--- config.mk ---
export PLATFORM = sky130hd
export DESIGN_NAME = fault_log_readout
export DESIGN_NICKNAME = d
export VERILOG_FILES = /design/src/core/fault_log_pkg.sv /design/src/core/fault_log_readout.sv
export SDC_FILE = /design/constraint.sdc
export NUM_CORES = 1
export LEC_CHECK = 0
export BUFFER_PORTS_ARGS = -buffer_cell sky130_fd_sc_hd__clkbuf_2
export CORE_AREA = 4 4 154 156
export DETAILED_ROUTE_END_ITERATION = 10
export DIE_AREA = 0 0 158 160
export PLACE_DENSITY = 0.65
export SETUP_SLACK_MARGIN = 0.02
export SLEW_MARGIN = 20
export SYNTH_ARGS = -nofsm -noshare
export SYNTH_HDL_FRONTEND = slang
export SYNTH_SLANG_ARGS = --single-unit
export TNS_END_PERCENT = 100
--- constraint.sdc ---
create_clock -name sys_clk -period 3.2 [get_ports sys_clk]
set_input_delay 0.48 -clock sys_clk [delete_from_list [all_inputs] [get_ports sys_clk]]
set_output_delay 0.48 -clock sys_clk [all_outputs]
set_load 0.01 [all_outputs]
--- src/core/fault_log_pkg.sv ---
package fault_log_pkg;

   // ==========================================================
   // Block read framing
   // ==========================================================
   localparam logic [7:0] BYTE_COUNT_VAL = 8'hFF;
   localparam logic [7:0] PTR_POS        = 8'h00;
   localparam logic [7:0] TS_FIRST_POS   = 8'h01;
   localparam logic [7:0] TS_LAST_POS    = 8'h06;
   localparam logic [7:0] PM_FIRST_POS   = 8'h07;
   localparam logic [7:0] PREAMBLE_LEN   = 8'h2F;  // 47 bytes, positions 0..46
   localparam logic [7:0] CYC_LAST_POS   = 8'hED;  // 237, last cyclic byte
   localparam logic [7:0] RSV_LAST_POS   = 8'hFE;  // 254, end of reserved tail

   // ==========================================================
   // Preamble fields
   // ==========================================================
   localparam int TS_W      = 41;  // Counter LSB is 200 us
   localparam int PM_WORDS  = 20;  // Peak and minimum words, 16 bits each

   // ==========================================================
   // Cyclic telemetry loop
   // ==========================================================
   localparam logic [5:0] LOOP_LAST  = 6'h27;  // 40 entries, 0..39
   localparam logic [5:0] RSV_VIN    = 6'h0B;  // Byte after input-voltage group
   localparam logic [5:0] RSV_TEMP   = 6'h17;  // Byte after temperature group
   localparam logic [7:0] ZERO_BYTE  = 8'h00;

   typedef enum logic [1:0] {
      ST_IDLE  = 2'b00,
      ST_COUNT = 2'b01,
      ST_DATA  = 2'b10,
      ST_DONE  = 2'b11
   } rd_state_t;

   function automatic logic is_reserved(input logic [5:0] entry);
      is_reserved = (entry == RSV_VIN) || (entry == RSV_TEMP);
   endfunction

endpackage

--- src/core/fault_log_readout.sv ---
`timescale 1ns/1ps

// Functional notes
// - Preamble of 47 bytes precedes cyclic data
// - Cyclic bytes 47..237; 238..254 reserved
// - Send count 0xFF, then pointer first
// - Byte 47 is pointer entry, then descending
// - Forty entries in groups of four
// - Byte 0 holds write pointer at fault
// - Bytes 1..6 hold 41-bit timestamp, LSB first
// - Peak/minimum words low byte first, to 46
module fault_log_readout
   import fault_log_pkg::*;
(
   input  wire logic                    sys_clk,
   input  wire logic                    arst_n,
   input  wire logic                    rd_start,
   input  wire logic                    byte_req,
   input  wire logic [7:0]              position_last,
   input  wire logic [TS_W-1:0]         fault_timestamp,
   input  wire logic [PM_WORDS*16-1:0]  pm_words,
   input  wire logic [7:0]              tele_data,
   output logic                         tele_rd,
   output logic      [5:0]              tele_entry,
   output logic      [2:0]              tele_age,
   output logic      [7:0]              byte_data,
   output logic                         byte_valid
);

   // ==========================================================
   // State
   // ==========================================================
   rd_state_t   state_r;
   rd_state_t   state_nxt;
   logic [7:0]  pos_r;
   logic [5:0]  entry_r;
   logic [2:0]  age_r;
   logic [7:0]  byte_data_r;
   logic [7:0]  byte_data_nxt;
   logic        byte_valid_r;

   // ==========================================================
   // Decode and byte selection
   // ==========================================================
   wire         req_count  = (state_r == ST_COUNT) && byte_req;
   wire         req_data   = (state_r == ST_DATA) && byte_req;
   wire         in_pre     = pos_r < PREAMBLE_LEN;
   wire         in_cyc     = !in_pre && (pos_r <= CYC_LAST_POS);
   wire         cyc_req    = req_data && in_cyc;
   wire         last_pos   = pos_r == RSV_LAST_POS;
   wire [47:0]  ts_ext     = {{(48-TS_W){1'b0}}, fault_timestamp};
   wire [7:0]   ts_idx     = pos_r - TS_FIRST_POS;
   wire [7:0]   pm_idx     = pos_r - PM_FIRST_POS;
   wire [7:0]   ts_byte    = ts_ext[ts_idx[2:0]*8 +: 8];
   wire [7:0]   pm_byte    = pm_words[pm_idx[5:0]*8 +: 8];
   wire         entry_zero = entry_r == 6'h00;
   wire [5:0]   entry_dec  = entry_zero ? LOOP_LAST : entry_r - 6'h01;
   wire [7:0]   pre_byte   = (pos_r == PTR_POS)     ? position_last :
                             (pos_r <= TS_LAST_POS) ? ts_byte       :
                                                      pm_byte;
   wire [7:0]   cyc_byte   = is_reserved(entry_r) ? ZERO_BYTE : tele_data;
   wire [7:0]   data_byte  = in_pre ? pre_byte :
                             in_cyc ? cyc_byte : ZERO_BYTE;

   assign tele_rd    = cyc_req;
   assign tele_entry = entry_r;
   assign tele_age   = age_r;
   assign byte_data  = byte_data_r;
   assign byte_valid = byte_valid_r;

   always_comb begin
      state_nxt     = state_r;
      byte_data_nxt = byte_data_r;
      if (rd_start) begin
         state_nxt = ST_COUNT;
      end else begin
         case (state_r)
            ST_COUNT: begin
               if (byte_req) begin
                  state_nxt     = ST_DATA;
                  byte_data_nxt = BYTE_COUNT_VAL;
               end
            end
            ST_DATA: begin
               if (byte_req) begin
                  byte_data_nxt = data_byte;
                  if (last_pos) begin
                     state_nxt = ST_DONE;
                  end
               end
            end
            ST_DONE: begin
               if (byte_req) begin
                  byte_data_nxt = ZERO_BYTE;
               end
            end
            default: begin
               state_nxt = ST_IDLE;
            end
         endcase
      end
   end

   // ==========================================================
   // Registers
   // ==========================================================
   always_ff @(posedge sys_clk or negedge arst_n) begin
      if (!arst_n) begin
         state_r      <= ST_IDLE;
         byte_data_r  <= ZERO_BYTE;
         byte_valid_r <= 1'b0;
      end else begin
         state_r      <= state_nxt;
         byte_data_r  <= byte_data_nxt;
         byte_valid_r <= byte_req && (state_r != ST_IDLE) && !rd_start;
      end
   end

   // Pointer is loaded on the count byte so it may change up to then
   always_ff @(posedge sys_clk or negedge arst_n) begin
      if (!arst_n) begin
         pos_r   <= 8'h00;
         entry_r <= 6'h00;
         age_r   <= 3'h0;
      end else if (rd_start) begin
         pos_r   <= 8'h00;
         age_r   <= 3'h0;
      end else if (req_count) begin
         entry_r <= position_last[5:0];
      end else if (req_data) begin
         pos_r <= pos_r + 8'h01;
         if (cyc_req) begin
            entry_r <= entry_dec;
            age_r   <= entry_zero ? age_r + 3'h1 : age_r;
         end
      end
   end

   // ==========================================================
   // Assertions
   // ==========================================================

   // Pointer seen at the count byte; requests may have gaps, so no fixed $past depth
   logic [5:0]  ptr_cap_r;

   always_ff @(posedge sys_clk or negedge arst_n) begin
      if (!arst_n) begin
         ptr_cap_r <= 6'h00;
      end else if (req_count && !rd_start) begin
         ptr_cap_r <= position_last[5:0];
      end
   end
   property p_count;
      @(posedge sys_clk) disable iff (!arst_n)
      (req_count && !rd_start) |=> (byte_valid && byte_data == 8'hFF);
   endproperty
   a_count: assert property (p_count) else $error("count byte not 0xFF");

   property p_ptr;
      @(posedge sys_clk) disable iff (!arst_n)
      (req_data && !rd_start && pos_r == 8'h00) |=> (byte_data == $past(position_last));
   endproperty
   a_ptr: assert property (p_ptr) else $error("first data byte not pointer");

   property p_ts;
      @(posedge sys_clk) disable iff (!arst_n)
      (req_data && !rd_start && pos_r == 8'h06) |=> (byte_data == {7'h00, $past(fault_timestamp[40])});
   endproperty
   a_ts: assert property (p_ts) else $error("timestamp top byte wrong");

   property p_pm;
      @(posedge sys_clk) disable iff (!arst_n)
      (req_data && !rd_start && pos_r == 8'h2E) |=> (byte_data == $past(pm_words[319:312]));
   endproperty
   a_pm: assert property (p_pm) else $error("byte 46 not last min high byte");

   property p_pre_len;
      @(posedge sys_clk) disable iff (!arst_n)
      (byte_req && pos_r < 8'h2F) |-> !tele_rd;
   endproperty
   a_pre_len: assert property (p_pre_len) else $error("store read inside preamble");

   property p_entry;
      @(posedge sys_clk) disable iff (!arst_n)
      (cyc_req && pos_r == PREAMBLE_LEN) |-> (tele_entry == ptr_cap_r);
   endproperty
   a_entry: assert property (p_entry) else $error("byte 47 not pointer entry");

   property p_walk;
      @(posedge sys_clk) disable iff (!arst_n)
      (cyc_req && !rd_start && tele_entry == 6'h00) |=> (tele_entry == 6'h27 && tele_age == $past(tele_age) + 3'h1);
   endproperty
   a_walk: assert property (p_walk) else $error("loop wrap wrong");

   property p_rsv;
      @(posedge sys_clk) disable iff (!arst_n)
      (cyc_req && !rd_start && is_reserved(tele_entry)) |=> (byte_data == 8'h00);
   endproperty
   a_rsv: assert property (p_rsv) else $error("reserved entry not zero");

   property p_tail;
      @(posedge sys_clk) disable iff (!arst_n)
      (req_data && !rd_start && pos_r > 8'hED) |=> (byte_valid && byte_data == 8'h00 && !$past(tele_rd));
   endproperty
   a_tail: assert property (p_tail) else $error("reserved tail not zero");

   property p_cyc_rd;
      @(posedge sys_clk) disable iff (!arst_n)
      (req_data && pos_r >= PREAMBLE_LEN && pos_r <= CYC_LAST_POS) |-> tele_rd;
   endproperty
   a_cyc_rd: assert property (p_cyc_rd) else $error("cyclic byte without store read");

   property p_cyc_data;
      @(posedge sys_clk) disable iff (!arst_n)
      (cyc_req && !rd_start && !is_reserved(tele_entry)) |=> (byte_data == $past(tele_data));
   endproperty
   a_cyc_data: assert property (p_cyc_data) else $error("cyclic byte not store data");

   property p_desc;
      @(posedge sys_clk) disable iff (!arst_n)
      (cyc_req && !rd_start && tele_entry != 6'h00) |=> (tele_entry == $past(tele_entry) - 6'h01);
   endproperty
   a_desc: assert property (p_desc) else $error("loop entry did not step down");

   property p_refuse;
      @(posedge sys_clk) disable iff (!arst_n)
      (rd_start || state_r == ST_IDLE) |=> !byte_valid;
   endproperty
   a_refuse: assert property (p_refuse) else $error("byte answered outside a read");

endmodule // fault_log_readout

## After elaboration in Yosys (flattened, before gate mapping)

Cells that the tools add are included.

- $add $sub $neg: 5
- Order comparisons: 3
- Equal/unequal tests: 14
- Shift operators: 2
- Mux-type cells: 26
- Bitwise gates (word level): 1
- Reduce and logical (&&, ||, !) cells: 23

Operator list:

| cell | number |
|---|---|
| variable part select 320 x 10 -> 8 bit | 1 |
| two-way mux 8 bit | 11 |
| variable part select 48 x 7 -> 8 bit | 1 |
| two-way mux 6 bit | 4 |
| one-hot mux 8 bit (3 select lines) | 1 |
| two-way mux 3 bit | 5 |
| nonzero test 2 bit | 6 |
| != test 2 bit (second input constant) | 5 |
| != test 3 bit (second input constant) | 3 |
| adder 8 x 1 -> 8 bit (second input constant) | 1 |
| equality test 8 bit (second input constant) | 1 |
| less-or-equal comparator 8 x 3 -> 1 bit (second input constant) | 1 |
| less-or-equal comparator 8 bit (second input constant) | 1 |
| zero test 8 bit | 1 |
| less-than comparator 8 x 6 -> 1 bit (second input constant) | 1 |
| two-way mux 2 bit | 4 |
| AND reduction 4 bit | 2 |
| equality test 6 x 4 -> 1 bit (second input constant) | 1 |
| equality test 6 x 5 -> 1 bit (second input constant) | 1 |
| logical AND 1 bit | 6 |
| zero test 6 bit | 1 |
| one-hot mux 2 bit (3 select lines) | 1 |
| subtractor 6 x 1 -> 6 bit (second input constant) | 1 |
| subtractor 6 x 3 -> 6 bit (second input constant) | 1 |
| 11 further kinds | 13 |

- Bits in registers: 28
- Input port bits: 381
- Output and inout port bits: 19
- Word-level logic and storage cells: 80

## Depth between registers and ports, before layout

Gate-level depths: netlist (run 1).

- Depth in word-level cells: 8
- Mapped depth: 15

## Least setup slack after synthesis (run 1)

Ideal clock, no wire load.

- Path kind: register -> register
- Start: reg pos_r[0]
- End: reg byte_data_r[5], in the netlist byte_data[5]
- Library setup time: 0.131 ns
- Data arrival time: 3.217 ns
- Setup slack: -0.149 ns
- Cell stages (with the launch flop): 15
- Buffers on the path: 7
- Clock period less this slack: 3.349 ns
- Cells stage by stage: dfrtp_1 > buf_4 > buf_4 > inv_2 > buf_2 > buf_2 > ha_1 > buf_2 > buf_2 > buf_1 > mux4_2 > nand2_1 > a21oi_1 > a2111oi_0 > o21ai_1

- Longest elaborated chain between the ends: 7

Ends and longest elaborated chain:

| item | RTL line | RTL |
|---|---|---|
| from (decl) | fault_log_readout.sv:35 | `logic [7:0] pos_r;` |
| from (signal assigned) | fault_log_readout.sv:131 | `pos_r <= pos_r + 8'h01;` |
| subtractor 6 x 3 -> 6 bit (tied with other cells) | fault_log_readout.sv:53 | `wire [7:0] pm_idx = pos_r - PM_FIRST_POS;` |
| variable part select 320 x 10 -> 8 bit (tied with other cells) | fault_log_readout.sv:55 | `wire [7:0] pm_byte = pm_words[pm_idx[5:0]*8 +: 8];` |
| two-way mux 8 bit / logical AND 1 bit (equally long branches) | fault_log_readout.sv:59, fault_log_readout.sv:48 |  |
| two-way mux 8 bit (on tied branches) | fault_log_readout.sv:58, fault_log_readout.sv:63 |  |
| two-way mux 8 bit (*) | fault_log_readout.sv:62 | `wire [7:0] data_byte = in_pre ? pre_byte :` |
| two-way mux 8 bit (*) | fault_log_readout.sv:85 | `if (byte_req) begin` |
| one-hot mux 8 bit (3 select lines) (*) | fault_log_readout.sv:77 | `case (state_r)` |
| to (signal assigned) | fault_log_readout.sv:114 | `byte_data_r <= byte_data_nxt;` |
| to (decl) | fault_log_readout.sv:38 | `logic [7:0] byte_data_r;` |

Every way passes the cells marked *; elsewhere a longest branch is shown, timed or not. The select of a mux whose other input is x is not followed.
A chain may end at the register's enable or synchronous reset.

## Worst setup path after layout (run 1)

- Start: reg pos_r[0]
- End: reg byte_data_r[4], in the netlist byte_data[4]

The elaborated chain is that of the path after synthesis.

==> metrics.sh, run 1 <==
DESIGN.DIE.AREA_UM2=25300
FINALSETUPVIOLCOUNT=0
NUMBER_OF_NETS_WITH_ANTENNA_VIOLATIONS_AFTER_DETAILED_ROUTING=0
NUMPORTBUFFERS=399
IOPINCOUNT=400
SETUP.WORST_PATH.END_CLASS='flop'
LAYOUT.NETS=1290
FINAL_HOLD_VIOL_COUNT=0
REMAINING_DRC_ERRORS=0
GR-USAGE-MET3=0.0369
PLACE.GP.CONGESTION=0.938
CTS.CLK_SLEW.WORST_PATHS_NS=0.08
SETUP-TNS-FINAL_NS=0
CRITICAL-PATH-TOP-DELAY-FAMILY='buffers and inverters'
POSTROUTEWIRELENGTH_MM=30.0
LAYOUT_COMMON_CELLS='sky130_fd_sc_hd__clkbuf_2 (399), sky130_fd_sc_hd__mux4_2 (70), sky130_fd_sc_hd__nand2_1 (55)'
DRTPASS1ITERATIONS=5
YS_WARN_COUNT=0
CRITPATHREQUIREDTIME_NS=3.36
CP.BUFFERS_INVERTERS=3
NUMBER_OF_FLOPS_MAPPED_TO_ENABLE_CELLS_BY_YOSYS=0
SETUP.WORST_PATH.START_CLASS='flop'
RSZ0062_AT_GRT='false'
WIRELENGTH_PER_CELL_UM=25.3
GRT-BUSIEST-LAYER='met2'
TIMING.FINAL.MAX_SLEW_VIOLATIONS=0
FIN_HOLD_WS_NS=0.297
TIMING_WORST_SLEW_PIN_VALUE_NS=0.826
CLOCK-SINKS=28
SYNTH_CELLS=516
SHARE_OF_SYNTHESIZED_AREA_OCCUPIED_BY_FLIP_FLOPS_AND_LATCHES=0.138
CRITICALPATHCATEGORY='flop to flop'
WIRE_LENGTH_OF_THE_FIRST_GLOBAL_ROUTING_PASS_MM=42.1
CTS.ROOT.BUFFER_CELL='sky130_fd_sc_hd__clkbuf_16'
CAP_VIOLATIONS=0
PIN_COUNT_OF_THE_BIGGEST_NET_ENTERING_GLOBAL_ROUTING=53
FILLER_CELL_COUNT=2355
WORSTSKEWPAIRLATENCY_NS=0.27
SYNTHESIS.NETS=910
SYNTH.CELL_AREA_UM2=5080
SYNTHFLOPTYPE='sky130_fd_sc_hd__dfrtp_1'
CORE_AREA_UM2=22400
FINALCRITICALPERIOD_NS=2.89
DP.FINAL_HPWL_MM=26.3
CTS_TREE='built'
HTREEDEPTH=1
START_UTIL=0.227
WORST_CLOCK_SKEW_NS=0.0119
SYNTHESIZED_AREA_FRACTION_OCCUPIED_BY_AO_OA_AOI_AND_OAI_CELLS=0.183
CRIT_PATH_MAX_INCR_DELAY_NS=0.54
DRIVE_ABOVE_1_SHARE=0.598
GLOBALROUTEOVERFLOWTOTAL=0
POWER_DENSITY_RELATIVE_TO_CELL_AREA_nW_PER_UM2=294
IRDROPWORSTVDD_mV=0.235
POWER_LEAKAGE_nW=3.57
MAX-CLOCK-PATH-BUFFERS=2
MIN-DELAY-PATH-CLASS='primary input to asynchronous set/reset pin'
AVGSYNTHCELLAREA_UM2=9.85
POST_SYNTHESIS_SHARE_OF_CELL_AREA_SPENT_ON_AND_OR_NAND_AND_NOR_GATES=0.147
DIE_HEIGHT_UM=160
LARGEST_FAMILY_OF_LOGIC_CELLS_BY_SYNTHESIZED_AREA='multiplexers'
DIE_WIDTH_UM=158
CP_MAX_FO=45
FIRST_ITER_VIOLATIONS=547
TIMING.FINAL.CRIT_SHARE=0.902
MAXSLEWHEADROOM=0.449
ROUTE.VIAS.TOTAL=6309
XOR_AND_XNOR_FRACTION_OF_THE_MAPPED_NETLIST_AREA=0.0236
STATUS='completed'
POST-CTS-SETUP-BUFFER-COUNT=0
CTS-BUFFERS-INSERTED=3
TIMING.FMAX_GHz=0.346
CP_DATA_ARRIVAL_TIME_NS=3.04
SYNTH_TO_FINAL_AREA_CHANGE_PCT=49.4
ASYNC_FLOP_SHARE=1.00
GRT_UTIL_MET1=0.294
TOTAL_POWER_mW=2.23
SYNTH-ADDER-AREA-SHARE=0.0320
MUXSHAREOFSYNTHAREA=0.425
ANTENNA_FOUND_INITIAL=8
ROW_COUNT=55
GRT_PASS1_VIAS=6482
CRIT_CHAIN='inv_2 > ha_4 > buf_12 > buf_12 > mux4_2 > nand2_1 > a21oi_1 > a211oi_2 > a21oi_1'
GROUTE.LAYER.MET2.USAGE=0.384
FINAL_COMMON_CELL='sky130_fd_sc_hd__clkbuf_2'
GRT_OVERALL_USAGE=0.224
CRITICAL_PATH.SLOWEST_CELL='sky130_fd_sc_hd__dfrtp_4'
CTS_HOLD_REPAIR.BUFFERS=0
ROUTE.DETAILED.VIAS_PER_INST=5.32
SYNTH-SEQ-CELLS=28
NETLIST-CELL-TYPE-COUNT=65
-- where the power goes --
part	total, mW	switching, mW	internal, mW
logic	1.30	0.643	0.657
registers	0.540	0.107	0.433
clock network	0.391	0.141	0.250
total	2.23	0.891	1.34
-- stage by stage --
step / cell area [um^2] / instances / utilization / worst slack [ns]
floorplan: 5090 / 516 / - / 0.0405
detailed placement: 7460 / 1176 / 0.334 / 0.0460
global placement: 7460 / 1176 / 0.334 / 0.0432
finish: 7590 / 1187 / 0.339 / 0.313
global route: 7590 / 1185 / 0.339 / 0.154
CTS: 7560 / 1180 / 0.338 / 0.0211
-- path summary, 6_finish.rpt --
kind                                        from            end  slack, ns  cells past startpoint
worst min register to register       tele_age[2]    tele_age[2]       0.57                      2
min in group sys_clk            position_last[0]  tele_entry[0]       0.54                      3
worst max-delay path                    pos_r[0]   byte_data[4]       0.31                      9
max in group asynchronous                 arst_n       pos_r[0]       2.31                      1
worst min-delay path                      arst_n       pos_r[0]       0.30                      1
worst max register to register          pos_r[0]   byte_data[4]       0.31                      9
-- per-layer routing --
layer	routed length, um	up-vias
met2	15200	350
li1	-	2828
met1	11900	3105
met5	20	-
met4	513	2
met3	2360	24
-- state kept, by name, summed over array words and instances (netlist names) --
signal      flops
tele_entry      6
tele_age        3
state_r         2
pos_r           8
byte_valid      1
byte_data       8
-- synthesized netlist by cell type (all sizes together) (2+ instances only) --
library cell  number  area (um^2)
nand3b             3         26.3
xor2               8         77.6
or3                3         18.8
a221o              6         60.1
nand4              5         31.3
mux4              70         1580
a21oi             24          120
and3               3         18.8
mux2              18          203
nand3             11         55.1
clkbuf            13         51.3
inv               10         37.5
o2bb2ai            2         17.5
and3b              2         17.5
xnor2              4         42.6
nor3               5         25.0
or4                3         30.0
a31oi              7         43.8
nor3b              2         15.0
or2                2         12.5
a22o               8         70.1
dfrtp             28          701
nor2              42          158
o211a              2         20.0
nand2             55          206
o32ai              9         78.8
buf               31          173
o21a               4         30.0
ha                13          163
and2               4         25.0
nand2b             5         38.8
mux2i             38          380
nor2b              2         12.5
o221ai             3         26.3
o22ai              9         56.3
o221a              6         67.6
o21ai             27          139
o31ai              7         57.6
a211oi             9         67.6
-- worst register-to-register path, cell delays in order, from the launching register on --
cell and delay (ns):
sky130_fd_sc_hd__dfrtp_4 0.54, sky130_fd_sc_hd__inv_2 0.12, sky130_fd_sc_hd__ha_4 0.47, sky130_fd_sc_hd__buf_12 0.31
sky130_fd_sc_hd__buf_12 0.31, sky130_fd_sc_hd__mux4_2 0.35, sky130_fd_sc_hd__nand2_1 0.13, sky130_fd_sc_hd__a21oi_1 0.09
sky130_fd_sc_hd__a211oi_2 0.35, sky130_fd_sc_hd__a21oi_1 0.12
-- timing repair --
action / 4_1_cts / 5_1_grt
hold endpoints to repair: 0 / 0
resized for setup: 0 / 2
setup endpoints to repair: 0 / 1
-- final cells by class --
class	instances	area [um^2]	share of cell area
sequential	28	704	0.0928
timing repair buffer	419	2210	0.292
antenna	7	17.5	0.00231
inverter	10	37.5	0.00494
multi-input combinational	434	4160	0.548
clock buffer	3	75.1	0.00989
clock inverter	1	30.0	0.00396
tap	285	357	0.0470
-- logic make-up (layout without fill, tap and decap cells) --
family / Yosys count / after routing
AO/OA/AOI/OAI: 131 / 131
XOR/XNOR: 12 / 12
adder cells (fa/ha/maj): 13 / 13
buffers and inverters: 54 / 433
flip-flops: 28 / 28
multiplexers: 126 / 126
other: 0 / 7
AND/OR/NAND/NOR: 152 / 152
(Power assumes the default switching activity.)
==> inputs of run 2 (changes only) <==
PLACE_DENSITY = default   (was 0.65)
==> run 2 against run 1 <==
  * Clock power about the same
  * Non-clock buffer count up 3
  * Highest routed layer unchanged
  * Hold slack worse by 0.0043 ns
  * Via count down 2.0%
  * Die area unchanged
==> metrics.sh, run 2 (synthesis results as in run 1) <==
LAYOUT.NETS=1293  # was 1,290
LAYOUT.AREA.SEQ_UM2=704  # unchanged
CTS-BUFFERS-INSERTED=3  # unchanged
SYNTH_TO_FINAL_AREA_CHANGE_PCT=49.5  # was 49.4%
CP.BUFFERS_INVERTERS=2  # was 3
CP_DATA_ARRIVAL_TIME_NS=3.05  # was 3.04 ns
NUMPORTBUFFERS=399  # unchanged
GRT_OVERALL_USAGE=0.223  # was 0.224
FILLER_CELL_COUNT=2354  # was 2,355
POST_CTS_RESIZED=0  # unchanged
GRT_PASS1_VIAS=6573  # was 6,482
REMAINING_DRC_ERRORS=0  # unchanged
START_UTIL=0.227  # unchanged
POWER_DENSITY_RELATIVE_TO_CELL_AREA_nW_PER_UM2=294  # about the same
POWER_LEAKAGE_nW=3.58  # was 3.57 nW
CRITICAL_PATH.SLOWEST_CELL='sky130_fd_sc_hd__dfrtp_4'  # unchanged
CP_MAX_FO=36  # was 45
TIMING.FMAX_GHz=0.346  # about the same
WORST_CLOCK_SKEW_NS=0.0127  # was 0.0119 ns
FIRST_ITER_VIOLATIONS=483  # was 547
DRTPASS1ITERATIONS=5  # unchanged
MIN-DELAY-PATH-CLASS='primary input to asynchronous set/reset pin'  # unchanged
CRITICAL-PATH-TOP-DELAY-FAMILY='multiplexers'  # was buffers and inverters
ROUTE.DETAILED.VIAS_PER_INST=5.20  # was 5.32
PIN_COUNT_OF_THE_BIGGEST_NET_ENTERING_GLOBAL_ROUTING=48  # was 53
WORSTSKEWPAIRLATENCY_NS=0.28  # was 0.27 ns
POST-CTS-SETUP-BUFFER-COUNT=0  # unchanged
FINAL_CORE_UTIL=0.340  # was 0.339
MAX-CLOCK-PATH-BUFFERS=2  # unchanged
CTS.ROOT.BUFFER_CELL='sky130_fd_sc_hd__clkbuf_16'  # unchanged
CORE_AREA_UM2=22400  # unchanged
CRIT_PATH_MAX_INCR_DELAY_NS=0.59  # was 0.54 ns
FINALCRITICALPERIOD_NS=2.89  # about the same
DIE_HEIGHT_UM=160  # unchanged
AREA_OF_THE_MULTI_INPUT_GATES_UM2=4150  # was 4160 um^2
TIMING.FINAL.CRIT_SHARE=0.904  # was 0.902
POSTROUTEWIRELENGTH_MM=29.7  # was 30.0 mm
ROW_COUNT=55  # unchanged
SETUP.WORST_PATH.END_CLASS='flop'  # unchanged
DP.FINAL_HPWL_MM=26.5  # was 26.3 mm
RSZ0062_AT_GRT='false'  # unchanged
SETUP.WORST_PATH.START_CLASS='flop'  # unchanged
CTS_HOLD_REPAIR.BUFFERS=0  # unchanged
DRIVE_ABOVE_1_SHARE=0.598  # about the same
PLACE.GP.CONGESTION=0.896  # was 0.938
IOPINCOUNT=400  # unchanged
NUMBER_OF_NETS_WITH_ANTENNA_VIOLATIONS_AFTER_DETAILED_ROUTING=0  # unchanged
CTS_TREE='built'  # unchanged
FINAL_COMMON_CELL='sky130_fd_sc_hd__clkbuf_2'  # unchanged
ROUTE.VIAS.TOTAL=6180  # was 6,309
IRDROPWORSTVDD_mV=0.235  # about the same
WIRELENGTH_PER_CELL_UM=25.0  # was 25.3 um
DESIGN.DIE.AREA_UM2=25300  # unchanged
TIMING_WORST_SLEW_PIN_VALUE_NS=0.820  # was 0.826 ns
TOTAL_POWER_mW=2.24  # was 2.23 mW
WIRE_LENGTH_OF_THE_FIRST_GLOBAL_ROUTING_PASS_MM=42.1  # about the same
FIN_HOLD_WS_NS=0.293  # was 0.297 ns
TIMING.FINAL.MAX_SLEW_VIOLATIONS=0  # unchanged
SETUP-TNS-FINAL_NS=0  # unchanged
MAXSLEWHEADROOM=0.453  # was 0.449
STATUS='completed'  # unchanged
CTS.CLK_SLEW.WORST_PATHS_NS=0.08  # about the same
CLOCK-SINKS=28  # unchanged
CRITPATHREQUIREDTIME_NS=3.36  # about the same
CAP_VIOLATIONS=0  # unchanged
FINAL_HOLD_VIOL_COUNT=0  # unchanged
CRIT_CHAIN='inv_2 > ha_4 > buf_12 > mux4_2 > mux2i_1 > o32ai_1 > nor2_1 > a21oi_1'  # was inv_2 > ha_4 > buf_12 > buf_12 > mux4_2 > nand2_1 > a21oi_1 > a211oi_2 > a21oi_1
ANTENNA_FOUND_INITIAL=8  # unchanged
DIE_WIDTH_UM=158  # unchanged
GLOBALROUTEOVERFLOWTOTAL=0  # unchanged
HTREEDEPTH=1  # unchanged
LAYOUT_COMMON_CELLS='sky130_fd_sc_hd__clkbuf_2 (399), sky130_fd_sc_hd__mux4_2 (70), sky130_fd_sc_hd__nand2_1 (55)'  # unchanged
FINALSETUPVIOLCOUNT=0  # unchanged
CRITICALPATHCATEGORY='flop to flop'  # unchanged
run 2: report_power, final:
| group | total (mW) | internal (mW) | switching (mW) |
|---|---|---|---|
| combinational | 1.30 | 0.659 | 0.641 |
| clock | 0.391 | 0.250 | 0.141 |
| sequential | 0.544 | 0.433 | 0.111 |
run 2: area by class of cell:
class,instances,area share
multi-input cells,434,0.546
clock inverters,1,0.00395
clock buffers,3,0.00988
flip-flops and latches,28,0.0927
diodes,5,0.00165
well taps,285,0.0469
repair buffers,422,0.294
inverters,10,0.00494
run 2: metal layers:
metal | vias to the layer above | global-route usage | part of all wire
met5 | - | 0 | 0.00091
met4 | 4 | 0.0500 | 0.011
met3 | 24 | 0.0388 | 0.074
met2 | 292 | 0.375 | 0.50
met1 | 3027 | 0.299 | 0.41
li1 | 2833 | - | -
run 2: worst paths after layout:
| kind | from | endpoint | slack, ns | depth (start not counted) |
|---|---|---|---|---|
| max | pos_r[0] | byte_data[6] | 0.31 | 8 |
| min | arst_n | tele_entry[5] | 0.29 | 1 |
| max reg2reg | pos_r[0] | byte_data[6] | 0.31 | 8 |
| min reg2reg | tele_age[2] | tele_age[2] | 0.55 | 2 |
| max in group asynchronous | arst_n | pos_r[0] | 2.30 | 1 |
| min in group sys_clk | position_last[1] | tele_entry[1] | 0.52 | 3 |
run 2: stage by stage:
step / worst slack, ns / area, um^2 / cells
floorplan: 0.0405 / 5090 / 516
global placement: 0.284 / 7480 / 1179
detailed placement: 0.268 / 7480 / 1179
CTS: 0.267 / 7590 / 1183
global route: 0.125 / 7600 / 1188
finish: 0.308 / 7600 / 1188
